[config.mk]
export PLATFORM = sky130hd
export DESIGN_NAME = rtc_calendar
export DESIGN_NICKNAME = d
export VERILOG_FILES = /design/src/rtl/rtc_pkg.sv /design/src/rtl/rtc_calendar.sv
export SDC_FILE = /design/constraint.sdc
export NUM_CORES = 2
export LEC_CHECK = 0
export BUFFER_PORTS_ARGS = -buffer_cell sky130_fd_sc_hd__clkbuf_2
export CORE_MARGIN = 3
export CORE_UTILIZATION = 58
export DETAILED_ROUTE_END_ITERATION = 8
export GPL_TIMING_DRIVEN = 0
export PLACE_DENSITY = 0.77
export SYNTH_ARGS = -nofsm -noshare
export SYNTH_HDL_FRONTEND = slang
export SYNTH_SLANG_ARGS = --single-unit
export TNS_END_PERCENT = 10
[constraint.sdc]
create_clock -name ref_clk_i -period 10.6 [get_ports ref_clk_i]
set_clock_uncertainty 0.1 [all_clocks]
set_input_delay 1.06 -clock ref_clk_i [delete_from_list [all_inputs] [get_ports ref_clk_i]]
set_output_delay 1.06 -clock ref_clk_i [all_outputs]
set_load 0.05 [all_outputs]
[src/rtl/rtc_pkg.sv]
/*
 * Constants and types for the indexed clock/calendar with alarm and storage bytes.
 * Assumes a single clock domain and a host that drives byte-wide port strobes.
 */
package rtc_pkg;

	// ------------------------------------------------------------------
	// Host ports and location indexes
	// ------------------------------------------------------------------
	localparam logic [7:0] PORT_INDEX = 8'h70;
	localparam logic [7:0] PORT_DATA = 8'h71;
	localparam logic [7:0] PORT_IDLE_READ = 8'h00;

	localparam logic [6:0] LOC_SEC = 7'h00;
	localparam logic [6:0] LOC_ALM_SEC = 7'h01;
	localparam logic [6:0] LOC_MIN = 7'h02;
	localparam logic [6:0] LOC_ALM_MIN = 7'h03;
	localparam logic [6:0] LOC_HR = 7'h04;
	localparam logic [6:0] LOC_ALM_HR = 7'h05;
	localparam logic [6:0] LOC_DOW = 7'h06;
	localparam logic [6:0] LOC_DOM = 7'h07;
	localparam logic [6:0] LOC_MON = 7'h08;
	localparam logic [6:0] LOC_YR = 7'h09;
	localparam logic [6:0] LOC_CTRL_A = 7'h0a;
	localparam logic [6:0] LOC_CTRL_B = 7'h0b;
	localparam logic [6:0] LOC_FLAGS = 7'h0c;
	localparam logic [6:0] LOC_VALID = 7'h0d;
	localparam int RAM_FIRST = 14;
	localparam int RAM_LAST = 127;

	// ------------------------------------------------------------------
	// Field positions
	// ------------------------------------------------------------------
	localparam int A_UIP = 7;
	localparam int A_DIV_HI = 6;
	localparam int A_DIV_LO = 4;
	localparam logic [2:0] DIV_RUN = 3'h2;
	localparam int B_SET = 7;
	localparam int B_PIE = 6;
	localparam int B_AIE = 5;
	localparam int B_UIE = 4;
	localparam int B_BIN = 2;
	localparam int B_24H = 1;
	localparam int B_DSE = 0;
	localparam int C_IRQF = 7;
	localparam int C_PF = 6;
	localparam int C_AF = 5;
	localparam int C_UF = 4;
	localparam logic [1:0] ALARM_ANY = 2'h3;

	// ------------------------------------------------------------------
	// Reset values and timing
	// ------------------------------------------------------------------
	localparam logic [7:0] CTRL_A_RST = 8'h20;
	localparam logic [7:0] CTRL_B_RST = 8'h02;
	localparam logic [7:0] DAY_ONE = 8'h01;
	localparam logic [31:0] TB_HZ = 32'h0000_8000;
	localparam logic [31:0] CLK_HZ = 32'h017D_7840;
	localparam int UIP_TICKS = 8;

	// ------------------------------------------------------------------
	// Calendar limits, binary
	// ------------------------------------------------------------------
	localparam logic [6:0] LIM_MIN_SEC = 7'h3c;
	localparam logic [6:0] LIM_HOUR = 7'h18;
	localparam logic [6:0] HALF_DAY = 7'h0c;
	localparam logic [6:0] DOW_LAST = 7'h07;
	localparam logic [6:0] MON_LAST = 7'h0c;
	localparam logic [6:0] YR_LAST = 7'h63;
	localparam logic [6:0] SUNDAY = 7'h01;
	localparam logic [6:0] DST_HOUR = 7'h01;
	localparam logic [6:0] DST_SKIP_TO = 7'h03;
	localparam logic [6:0] DST_FALL_END = 7'h02;
	localparam logic [6:0] DST_SPRING_MON = 7'h04;
	localparam logic [6:0] DST_SPRING_DAY = 7'h18;
	localparam logic [6:0] DST_FALL_MON = 7'h0a;
	localparam logic [6:0] DST_FALL_DAY = 7'h19;

	typedef struct packed {
		logic [7:0] sec;
		logic [7:0] min;
		logic [7:0] hr;
		logic [7:0] dow;
		logic [7:0] dom;
		logic [7:0] mon;
		logic [7:0] yr;
	} rtc_time_s;

	typedef struct packed {
		logic [7:0] sec;
		logic [7:0] min;
		logic [7:0] hr;
	} rtc_alarm_s;

endpackage

[src/rtl/rtc_calendar.sv]
/*
 * Clock/calendar with alarm, periodic and update-ended events and storage bytes,
 * reached through an index port and a data port.
 * Assumes host strobes are synchronous to ref_clk_i and last one cycle per access.
 */

// Function
// Host writes the index port with a location number 00h to 7Fh.
// Data port reads or writes the location chosen by the index.
// Host always writes index first, then accesses the data port.
// Time and date bytes sit at 00h, 02h, 04h, 06h, 07h, 08h, 09h.
// Update-in-progress bit 7 of control A is read-only and high near updates.
// Bits 6-4 of control A choose the divider; 010 runs the clock.
// Low four bits of control A choose the periodic event rate.
// Control B bit 7 set stops clock and calendar updates.
// Control B bit 6 lets periodic events raise the interrupt.
// Control B bit 5 lets an alarm match raise the interrupt.
// Control B bit 4 lets each once-a-second update raise the interrupt.
// Control B bit 2 picks BCD (0) or binary (1) for time bytes.
// Control B bit 1 picks 12-hour (0) or 24-hour (1) hours.
// Control B bit 0 turns on automatic daylight saving adjustment.
// Flag bit 7 and the interrupt rise on any enabled event.
// Periodic, alarm and update flags set even when not enabled.
// Reading the flag location returns then clears all flags.
// Location D bit 7 always reads 1, marking time valid.
// Location D bits 5-0 hold the alarm day, used in matching.
// Spare locations give general storage bytes through the same ports.
// Host leaves undescribed locations alone for firmware use.
// Alarm seconds, minutes, hours sit at 01h, 03h, 05h and are compared.
// Control B bit 3 is stored and otherwise ignored.
module rtc_calendar #(
	parameter logic [31:0] CLK_HZ = rtc_pkg::CLK_HZ,
	parameter logic [31:0] TB_HZ = rtc_pkg::TB_HZ,
	parameter int PRESC_W = 15
) (
	input wire logic ref_clk_i,
	input wire logic rst_n_i,
	input wire logic [7:0] io_addr_i,
	input wire logic io_wr_i,
	input wire logic io_rd_i,
	input wire logic [7:0] io_wdata_i,
	output logic [7:0] io_rdata_o,
	output logic irq_o
);
	// ------------------------------------------------------------------
	// Number helpers
	// ------------------------------------------------------------------
	function automatic logic [6:0] to_bin(input logic [7:0] v, input logic bin);
		if (bin)
			return v[6:0];
		return 7'({3'h0, v[7:4]} * 7'd10 + {3'h0, v[3:0]});
	endfunction
	function automatic logic [7:0] from_bin(input logic [6:0] b, input logic bin);
		logic [6:0] t;
		logic [6:0] u;
		t = b / 7'd10;
		u = 7'(b - 7'(t * 7'd10));
		if (bin)
			return {1'b0, b};
		return {t[3:0], u[3:0]};
	endfunction
	function automatic logic [6:0] hr_to24(input logic [7:0] hr, input logic bin,
		input logic m24);
		logic [6:0] v;
		v = to_bin({1'b0, hr[6:0]}, bin);
		if (m24)
			return to_bin(hr, bin);
		if (v == rtc_pkg::HALF_DAY)
			v = 7'h00;
		return hr[7] ? 7'(v + rtc_pkg::HALF_DAY) : v;
	endfunction
	function automatic logic [7:0] hr_from24(input logic [6:0] h, input logic bin,
		input logic m24);
		logic pm;
		logic [6:0] v;
		logic [7:0] e;
		pm = h >= rtc_pkg::HALF_DAY;
		v = pm ? 7'(h - rtc_pkg::HALF_DAY) : h;
		if (v == 7'h00)
			v = rtc_pkg::HALF_DAY;
		e = from_bin(v, bin);
		if (m24)
			return from_bin(h, bin);
		return {pm, e[6:0]};
	endfunction
	function automatic logic [6:0] month_days(input logic [6:0] mo, input logic [6:0] yr);
		case (mo)
			7'd2: return (yr[1:0] == 2'b00) ? 7'd29 : 7'd28;
			7'd4, 7'd6, 7'd9, 7'd11: return 7'd30;
			default: return 7'd31;
		endcase
	endfunction
	// Rates 1 and 2 fall back to slower periods, as continuing the pattern of rates 3 and up would make them too fast.
	function automatic logic periodic_hit(input logic [3:0] rate, input logic [PRESC_W-1:0] cnt);
		int sh;
		logic [PRESC_W-1:0] m;
		sh = (rate < 4'd3) ? int'(rate) + 7 : int'(rate) - 1;
		m = PRESC_W'((64'h1 << sh) - 64'h1);
		return (rate != 4'h0) && ((cnt & m) == '0);
	endfunction
	function automatic logic alarm_eq(input logic [7:0] a, input logic [7:0] t);
		return (a[7:6] == rtc_pkg::ALARM_ANY) || (a == t);
	endfunction
	// ------------------------------------------------------------------
	// State
	// ------------------------------------------------------------------
	logic [6:0] index_q, index_d;
	rtc_pkg::rtc_time_s time_q, time_d;
	rtc_pkg::rtc_alarm_s alarm_q, alarm_d;
	logic [6:0] ctrl_a_q, ctrl_a_d;
	logic [7:0] ctrl_b_q, ctrl_b_d;
	logic [7:0] flags_q, flags_d;
	logic [5:0] alarm_day_q, alarm_day_d;
	logic fall_q, fall_d;
	logic [31:0] acc_q, acc_d;
	logic [PRESC_W-1:0] presc_q, presc_d;
	logic [7:0] rdata_q, rdata_d;
	logic [7:0] ram_q [rtc_pkg::RAM_FIRST:rtc_pkg::RAM_LAST];
	logic wr_data, rd_data, tick, running, upd, per_ev, alarm_ev, uip;
	logic bin, m24, flag_clr;
	logic [31:0] acc_sum;
	logic [6:0] s, m, hh, oh, dw, dm, mo, y;
	logic [7:0] loc_rd;
	assign wr_data = io_wr_i && (io_addr_i == rtc_pkg::PORT_DATA);
	assign rd_data = io_rd_i && (io_addr_i == rtc_pkg::PORT_DATA);
	assign bin = ctrl_b_q[rtc_pkg::B_BIN];
	assign m24 = ctrl_b_q[rtc_pkg::B_24H];
	// divider field gates the timebase
	assign running = ctrl_a_q[rtc_pkg::A_DIV_HI:rtc_pkg::A_DIV_LO] == rtc_pkg::DIV_RUN;
	// busy window just before the update
	assign uip = running && !ctrl_b_q[rtc_pkg::B_SET] &&
		(presc_q >= PRESC_W'((64'h1 << PRESC_W) - 64'(rtc_pkg::UIP_TICKS)));

	// ------------------------------------------------------------------
	// Read multiplexer
	// ------------------------------------------------------------------
	always_comb
	begin
		loc_rd = 8'h00;
		case (index_q)
			rtc_pkg::LOC_SEC: loc_rd = time_q.sec;
			rtc_pkg::LOC_ALM_SEC: loc_rd = alarm_q.sec;
			rtc_pkg::LOC_MIN: loc_rd = time_q.min;
			rtc_pkg::LOC_ALM_MIN: loc_rd = alarm_q.min;
			rtc_pkg::LOC_HR: loc_rd = time_q.hr;
			rtc_pkg::LOC_ALM_HR: loc_rd = alarm_q.hr;
			rtc_pkg::LOC_DOW: loc_rd = time_q.dow;
			rtc_pkg::LOC_DOM: loc_rd = time_q.dom;
			rtc_pkg::LOC_MON: loc_rd = time_q.mon;
			rtc_pkg::LOC_YR: loc_rd = time_q.yr;
			rtc_pkg::LOC_CTRL_A: loc_rd = {uip, ctrl_a_q};
			rtc_pkg::LOC_CTRL_B: loc_rd = ctrl_b_q;
			rtc_pkg::LOC_FLAGS: loc_rd = flags_q;
			// valid bit fixed high
			rtc_pkg::LOC_VALID: loc_rd = {1'b1, 1'b0, alarm_day_q};
			// storage bytes
			default: loc_rd = ram_q[index_q];
		endcase
	end

	// ------------------------------------------------------------------
	// Next state
	// ------------------------------------------------------------------
	always_comb
	begin
		index_d = index_q;
		time_d = time_q;
		alarm_d = alarm_q;
		ctrl_a_d = ctrl_a_q;
		ctrl_b_d = ctrl_b_q;
		alarm_day_d = alarm_day_q;
		fall_d = fall_q;
		rdata_d = rdata_q;
		alarm_ev = 1'b0;
		acc_sum = acc_q + TB_HZ;
		tick = acc_sum >= CLK_HZ;
		acc_d = tick ? acc_sum - CLK_HZ : acc_sum;
		presc_d = !running ? '0 : (tick ? presc_q + 1'b1 : presc_q);
		// updates held off while set
		upd = running && tick && (presc_q == '1) && !ctrl_b_q[rtc_pkg::B_SET];
		// rate field picks the periodic period
		per_ev = running && tick && periodic_hit(ctrl_a_q[3:0], presc_d);
		// all arithmetic in binary, bytes in chosen format
		s = to_bin(time_q.sec, bin);
		m = to_bin(time_q.min, bin);
		// hours held internally as 0..23
		hh = hr_to24(time_q.hr, bin, m24);
		oh = hh;
		dw = to_bin(time_q.dow, bin);
		dm = to_bin(time_q.dom, bin);
		mo = to_bin(time_q.mon, bin);
		y = to_bin(time_q.yr, bin);
		if (upd)
		begin
			s = s + 7'd1;
			if (s >= rtc_pkg::LIM_MIN_SEC)
			begin
				s = 7'h00;
				m = m + 7'd1;
				if (m >= rtc_pkg::LIM_MIN_SEC)
				begin
					m = 7'h00;
					hh = hh + 7'd1;
					// spring skip and single fall repeat
					if (ctrl_b_q[rtc_pkg::B_DSE] && dw == rtc_pkg::SUNDAY && oh == rtc_pkg::DST_HOUR)
					begin
						if (mo == rtc_pkg::DST_SPRING_MON && dm >= rtc_pkg::DST_SPRING_DAY)
							hh = rtc_pkg::DST_SKIP_TO;
						else if (mo == rtc_pkg::DST_FALL_MON && dm >= rtc_pkg::DST_FALL_DAY && !fall_q)
						begin
							hh = rtc_pkg::DST_HOUR;
							fall_d = 1'b1;
						end
					end
					if (hh == rtc_pkg::DST_FALL_END)
						fall_d = 1'b0;
					if (hh >= rtc_pkg::LIM_HOUR)
					begin
						hh = 7'h00;
						dw = (dw >= rtc_pkg::DOW_LAST) ? 7'd1 : dw + 7'd1;
						dm = dm + 7'd1;
						if (dm > month_days(mo, y))
						begin
							dm = 7'd1;
							mo = mo + 7'd1;
							if (mo > rtc_pkg::MON_LAST)
							begin
								mo = 7'd1;
								y = (y >= rtc_pkg::YR_LAST) ? 7'h00 : y + 7'd1;
							end
						end
					end
				end
			end
			// fields written back at their own locations
			time_d.sec = from_bin(s, bin);
			time_d.min = from_bin(m, bin);
			time_d.hr = hr_from24(hh, bin, m24);
			time_d.dow = from_bin(dw, bin);
			time_d.dom = from_bin(dm, bin);
			time_d.mon = from_bin(mo, bin);
			time_d.yr = from_bin(y, bin);
			// alarm compared with the new time
			// alarm day zero matches any day
			alarm_ev = alarm_eq(alarm_q.sec, time_d.sec) && alarm_eq(alarm_q.min, time_d.min) &&
				alarm_eq(alarm_q.hr, time_d.hr) &&
				(alarm_day_q == 6'h00 || alarm_day_q == time_d.dom[5:0]);
		end
		// index port takes the low seven bits
		if (io_wr_i && io_addr_i == rtc_pkg::PORT_INDEX)
			index_d = io_wdata_i[6:0];
		// host write to the selected location wins over the update
		if (wr_data)
		begin
			case (index_q)
				rtc_pkg::LOC_SEC: time_d.sec = io_wdata_i;
				rtc_pkg::LOC_ALM_SEC: alarm_d.sec = io_wdata_i;
				rtc_pkg::LOC_MIN: time_d.min = io_wdata_i;
				rtc_pkg::LOC_ALM_MIN: alarm_d.min = io_wdata_i;
				rtc_pkg::LOC_HR: time_d.hr = io_wdata_i;
				rtc_pkg::LOC_ALM_HR: alarm_d.hr = io_wdata_i;
				rtc_pkg::LOC_DOW: time_d.dow = io_wdata_i;
				rtc_pkg::LOC_DOM: time_d.dom = io_wdata_i;
				rtc_pkg::LOC_MON: time_d.mon = io_wdata_i;
				rtc_pkg::LOC_YR: time_d.yr = io_wdata_i;
				rtc_pkg::LOC_CTRL_A: ctrl_a_d = io_wdata_i[6:0];
				// square-wave bit only stored
				rtc_pkg::LOC_CTRL_B: ctrl_b_d = io_wdata_i;
				rtc_pkg::LOC_VALID: alarm_day_d = io_wdata_i[5:0];
				default: ;
			endcase
		end
		// event flags set regardless of enables
		// read clears, a same-cycle event still lands
		flag_clr = rd_data && index_q == rtc_pkg::LOC_FLAGS;
		flags_d = 8'h00;
		flags_d[rtc_pkg::C_PF] = per_ev || (flags_q[rtc_pkg::C_PF] && !flag_clr);
		flags_d[rtc_pkg::C_AF] = alarm_ev || (flags_q[rtc_pkg::C_AF] && !flag_clr);
		flags_d[rtc_pkg::C_UF] = upd || (flags_q[rtc_pkg::C_UF] && !flag_clr);
		// periodic enable
		// alarm enable
		// update-ended enable
		// summary flag drives the interrupt
		flags_d[rtc_pkg::C_IRQF] =
			(flags_d[rtc_pkg::C_PF] && ctrl_b_q[rtc_pkg::B_PIE]) ||
			(flags_d[rtc_pkg::C_AF] && ctrl_b_q[rtc_pkg::B_AIE]) ||
			(flags_d[rtc_pkg::C_UF] && ctrl_b_q[rtc_pkg::B_UIE]);
		if (rd_data)
			rdata_d = loc_rd;
		else if (io_rd_i)
			rdata_d = rtc_pkg::PORT_IDLE_READ;
	end

	// ------------------------------------------------------------------
	// Registers
	// ------------------------------------------------------------------
	always_ff @(posedge ref_clk_i or negedge rst_n_i)
	begin
		if (!rst_n_i)
		begin
			index_q <= 7'h00;
			time_q <= '{8'h00, 8'h00, 8'h00, rtc_pkg::DAY_ONE, rtc_pkg::DAY_ONE,
				rtc_pkg::DAY_ONE, 8'h00};
			alarm_q <= '0;
			ctrl_a_q <= rtc_pkg::CTRL_A_RST[6:0];
			ctrl_b_q <= rtc_pkg::CTRL_B_RST;
			flags_q <= 8'h00;
			alarm_day_q <= 6'h00;
			fall_q <= 1'b0;
			acc_q <= 32'h0000_0000;
			presc_q <= '0;
			rdata_q <= 8'h00;
		end
		else
		begin
			index_q <= index_d;
			time_q <= time_d;
			alarm_q <= alarm_d;
			ctrl_a_q <= ctrl_a_d;
			ctrl_b_q <= ctrl_b_d;
			flags_q <= flags_d;
			alarm_day_q <= alarm_day_d;
			fall_q <= fall_d;
			acc_q <= acc_d;
			presc_q <= presc_d;
			rdata_q <= rdata_d;
		end
	end
	// Storage bytes keep their content over reset, as battery-backed memory would.
	always_ff @(posedge ref_clk_i)
	begin
		if (wr_data && int'(index_q) >= rtc_pkg::RAM_FIRST)
			ram_q[index_q] <= io_wdata_i;
	end
	assign io_rdata_o = rdata_q;
	assign irq_o = flags_q[rtc_pkg::C_IRQF];

endmodule

==> impl_metrics.json <==
{
  "worst_ir_drop_vdd_uv": 165,
  "fin_crit_sh_pct": 102,
  "syn-cell-area_um2": 52700,
  "drc": 0,
  "synth.area.top_cells": "edfxtp_1 52%, mux4_2 13%, dfrtp_1 7.4%",
  "synth_top_area_share_pct": 51.9,
  "max_slew.worst_pin.slew_ns": 1.56,
  "clk_pin_slew_ns": 0.07,
  "cts_sinks": 1074,
  "antenna_found_initial": 4,
  "synth.distinct_cells": 121,
  "drv_cap": 2,
  "setup_viol": 2,
  "postSynthCellCount": 3632,
  "grt_usage_pct": 34.6,
  "drt_iter0_markers": 5243,
  "pre_cts_slack_ns": -2.00,
  "coreArea_um2": 89300,
  "violations": "capacitance limit, slew limit, setup timing",
  "synth.avg_cell_area_um2": 14.5,
  "cts_tree": "done",
  "io_buffers": 28,
  "nNetsFinal": 3995,
  "power_density_nw_per_um2": 157,
  "ant_nets": 0,
  "setup_tns_ns": -0.412,
  "die_y_um": 308,
  "dieArea_um2": 94600,
  "rsz0062_at_grt": "true",
  "worst_hold_slack_ns": 0.308,
  "dp_hpwl_um": 105000,
  "grt_max_degree": 88,
  "fmax_mhz": 92.2,
  "wl_um": 163000,
  "crit_path_start_kind": "flop",
  "required_ns": 11.12,
  "vias": 36300,
  "vias_per_cell": 7.11,
  "grt.overflow.total": 0,
  "gp_congestion": 1.03,
  "fin_ws_ns": -0.240,
  "dr.pass1.iters": 6,
  "period_minus_slack_ns": 10.84,
  "grt_pass1_wl_um": 238000,
  "num_io_pins": 29,
  "ys_seq_area_share_pct": 59.6,
  "report.final.slew_viol_count": 4,
  "ys.flop_type": "edfxtp_1",
  "die_w_um": 308,
  "worstPathArrival_ns": 11.36,
  "synthArstFlopShare_pct": 15.1,
  "root_buffer": "clkbuf_16",
  "rows": 109,
  "wl_per_cell_um": 32.0,
  "critPathMaxFanout": 4,
  "hold_class": "in -> async",
  "cp-end-kind": "flop",
  "synth-edff-count": 912,
  "drive_gt1_share_pct": 21.3,
  "insertion_delay_ns": 0.71,
  "finalHoldViolations": 0,
  "slowest_stage": "mux4_2",
  "yosys.area.top_type": "edfxtp_1",
  "max_stage_delay_ns": 0.53,
  "critPathKind": "reg -> reg",
  "leakagePower_nw": 19.7,
  "grt_pass1_vias": 35300,
  "initial_core_util_pct": 59.0,
  "outcome": "complete, but fails checks",
  "synth-seq-cells": 1074,
  "area_delta_synth_final_pct": 12.5,
  "h-tree-depth": 3,
  "yosysWarnings": 0,
  "maxSlewHeadroom_pct": -6.69,
  "numCtsBuffers": 105,
  "cts_buffer_depth": 3
}
==> cells in the final DEF (no fill, tap or decap), types with 77 or more instances in the layout <==
master / Yosys / final
edfxtp_1: 912 / 912
nor2_1: 301 / 298
mux4_2: 296 / 296
nand2_1: 246 / 242
dfrtp_1: 157 / 151
a21oi_1: 147 / 141
clkbuf_1: 111 / 129
o21ai_0: 122 / 118
clkbuf_16: 0 / 107
ha_1: 101 / 87
buf_4: 3 / 77
==> cell type report <==
class	count	area, um^2
sequential	1074	31500
fill	6012	30000
multi-input combinational	2282	20700
clock buffer	133	2810
tap	1165	1460
timing repair buffer	115	1020
buffer	190	846
clock inverter	60	664
inverter	84	325
antenna	1	2.50
==> metrics by stage <==
stage / area [um^2] / instances / total power, mW / util (%)
CTS: 58800 / 5069 / 9.24 / 65.8
detailed placement: 54700 / 4837 / 5.51 / 61.3
floorplan: 52800 / 3633 / 5.21 / -
global route: 59300 / 5103 / 9.48 / 66.4
global placement: 54400 / 4826 / 5.48 / 60.9
finish: 59300 / 5104 / 9.29 / 66.4
==> power breakdown <==
| part | switching, mW | internal (mW) |
|---|---|---|
| Combinational | 0.555 | 0.342 |
| Clock | 1.67 | 2.13 |
| Sequential | 0.00859 | 4.59 |
| Total | 2.23 | 7.06 |
==> cell families (layout without fill, tap and decap cells) <==
family | Yosys count | count (layout) | share of synthesized area, %
other | 1 | 3 | 0.00711
DFF | 1074 | 1074 | 59.6
xor gates and xnor gates | 129 | 129 | 2.17
muxes | 418 | 418 | 15.1
AOI/OAI and AO/OA | 666 | 666 | 9.09
adders and majority gates | 126 | 126 | 3.29
buffers and inverters | 277 | 582 | 2.15
and+or+nand+nor | 941 | 941 | 8.53
==> metal layers <==
layer | up-vias | global-route usage [%] | wire length [um]
met5 | - | 0 | 54
met2 | 2694 | 55.1 | 77300
met3 | 650 | 8.60 | 18400
met1 | 18200 | 44.0 | 56600
li1 | 14800 | - | -
met4 | 8 | 19.2 | 11200
==> synth_stat cells, types with 49 or more instances <==
library cell	count
a21oi_1	147
buf_1	53
clkbuf_1	111
dfrtp_1	157
edfxtp_1	912
ha_1	101
inv_1	80
mux2_2	70
mux2i_1	49
mux4_2	296
nand2_1	246
nand3_1	80
nor2_1	301
nor3_1	64
o21ai_0	122
xnor2_1	76
xor2_1	52
==> flip-flops by register name (all words and copies together), names as in the netlist <==
| signal | count |
|---|---|
| ram_q | 912 |
| ctrl_a_q | 7 |
| fall_q | 1 |
| io_rdata_o | 8 |
| acc_q | 26 |
| presc_q | 15 |
| flags_q | 4 |
| ctrl_b_q | 8 |
| alarm_q | 24 |
| index_q | 7 |
| time_q | 56 |
| alarm_day_q | 6 |
==> worst max-delay path, delay by kind of cell (launching register included) <==
family,cells,cell delay (ns)
compound gates,16,3.30
mux,1,0.53
flops,1,0.49
xor+xnor,3,0.51
fa+ha+maj,9,2.19
buf+inv,10,1.07
simple gates,12,2.58
==> repair_timing <==
action                                  in CTS  in global routing
pin swaps                                   30                 47
buffers inserted                            40                 36
resized for setup                           56                 59
hold buffers                                 0                  0
endpoints found under the setup margin       5                  3
==> worst paths after layout <==
path,from,end,slack [ns],cells after the start
worst max-delay path,time_q[36],flags_q[7],-0.24,51
worst min-delay path,rst_n_i,acc_q[26],0.31,1
worst max register to register,time_q[36],flags_q[7],-0.24,51
worst min register to register,acc_q[14],acc_q[14],0.37,1
max in group asynchronous,rst_n_i,time_q[36],9.22,2
min in group ref_clk_i,acc_q[14],acc_q[14],0.37,1
No activity file was read; power rests on OpenSTA's default activity.
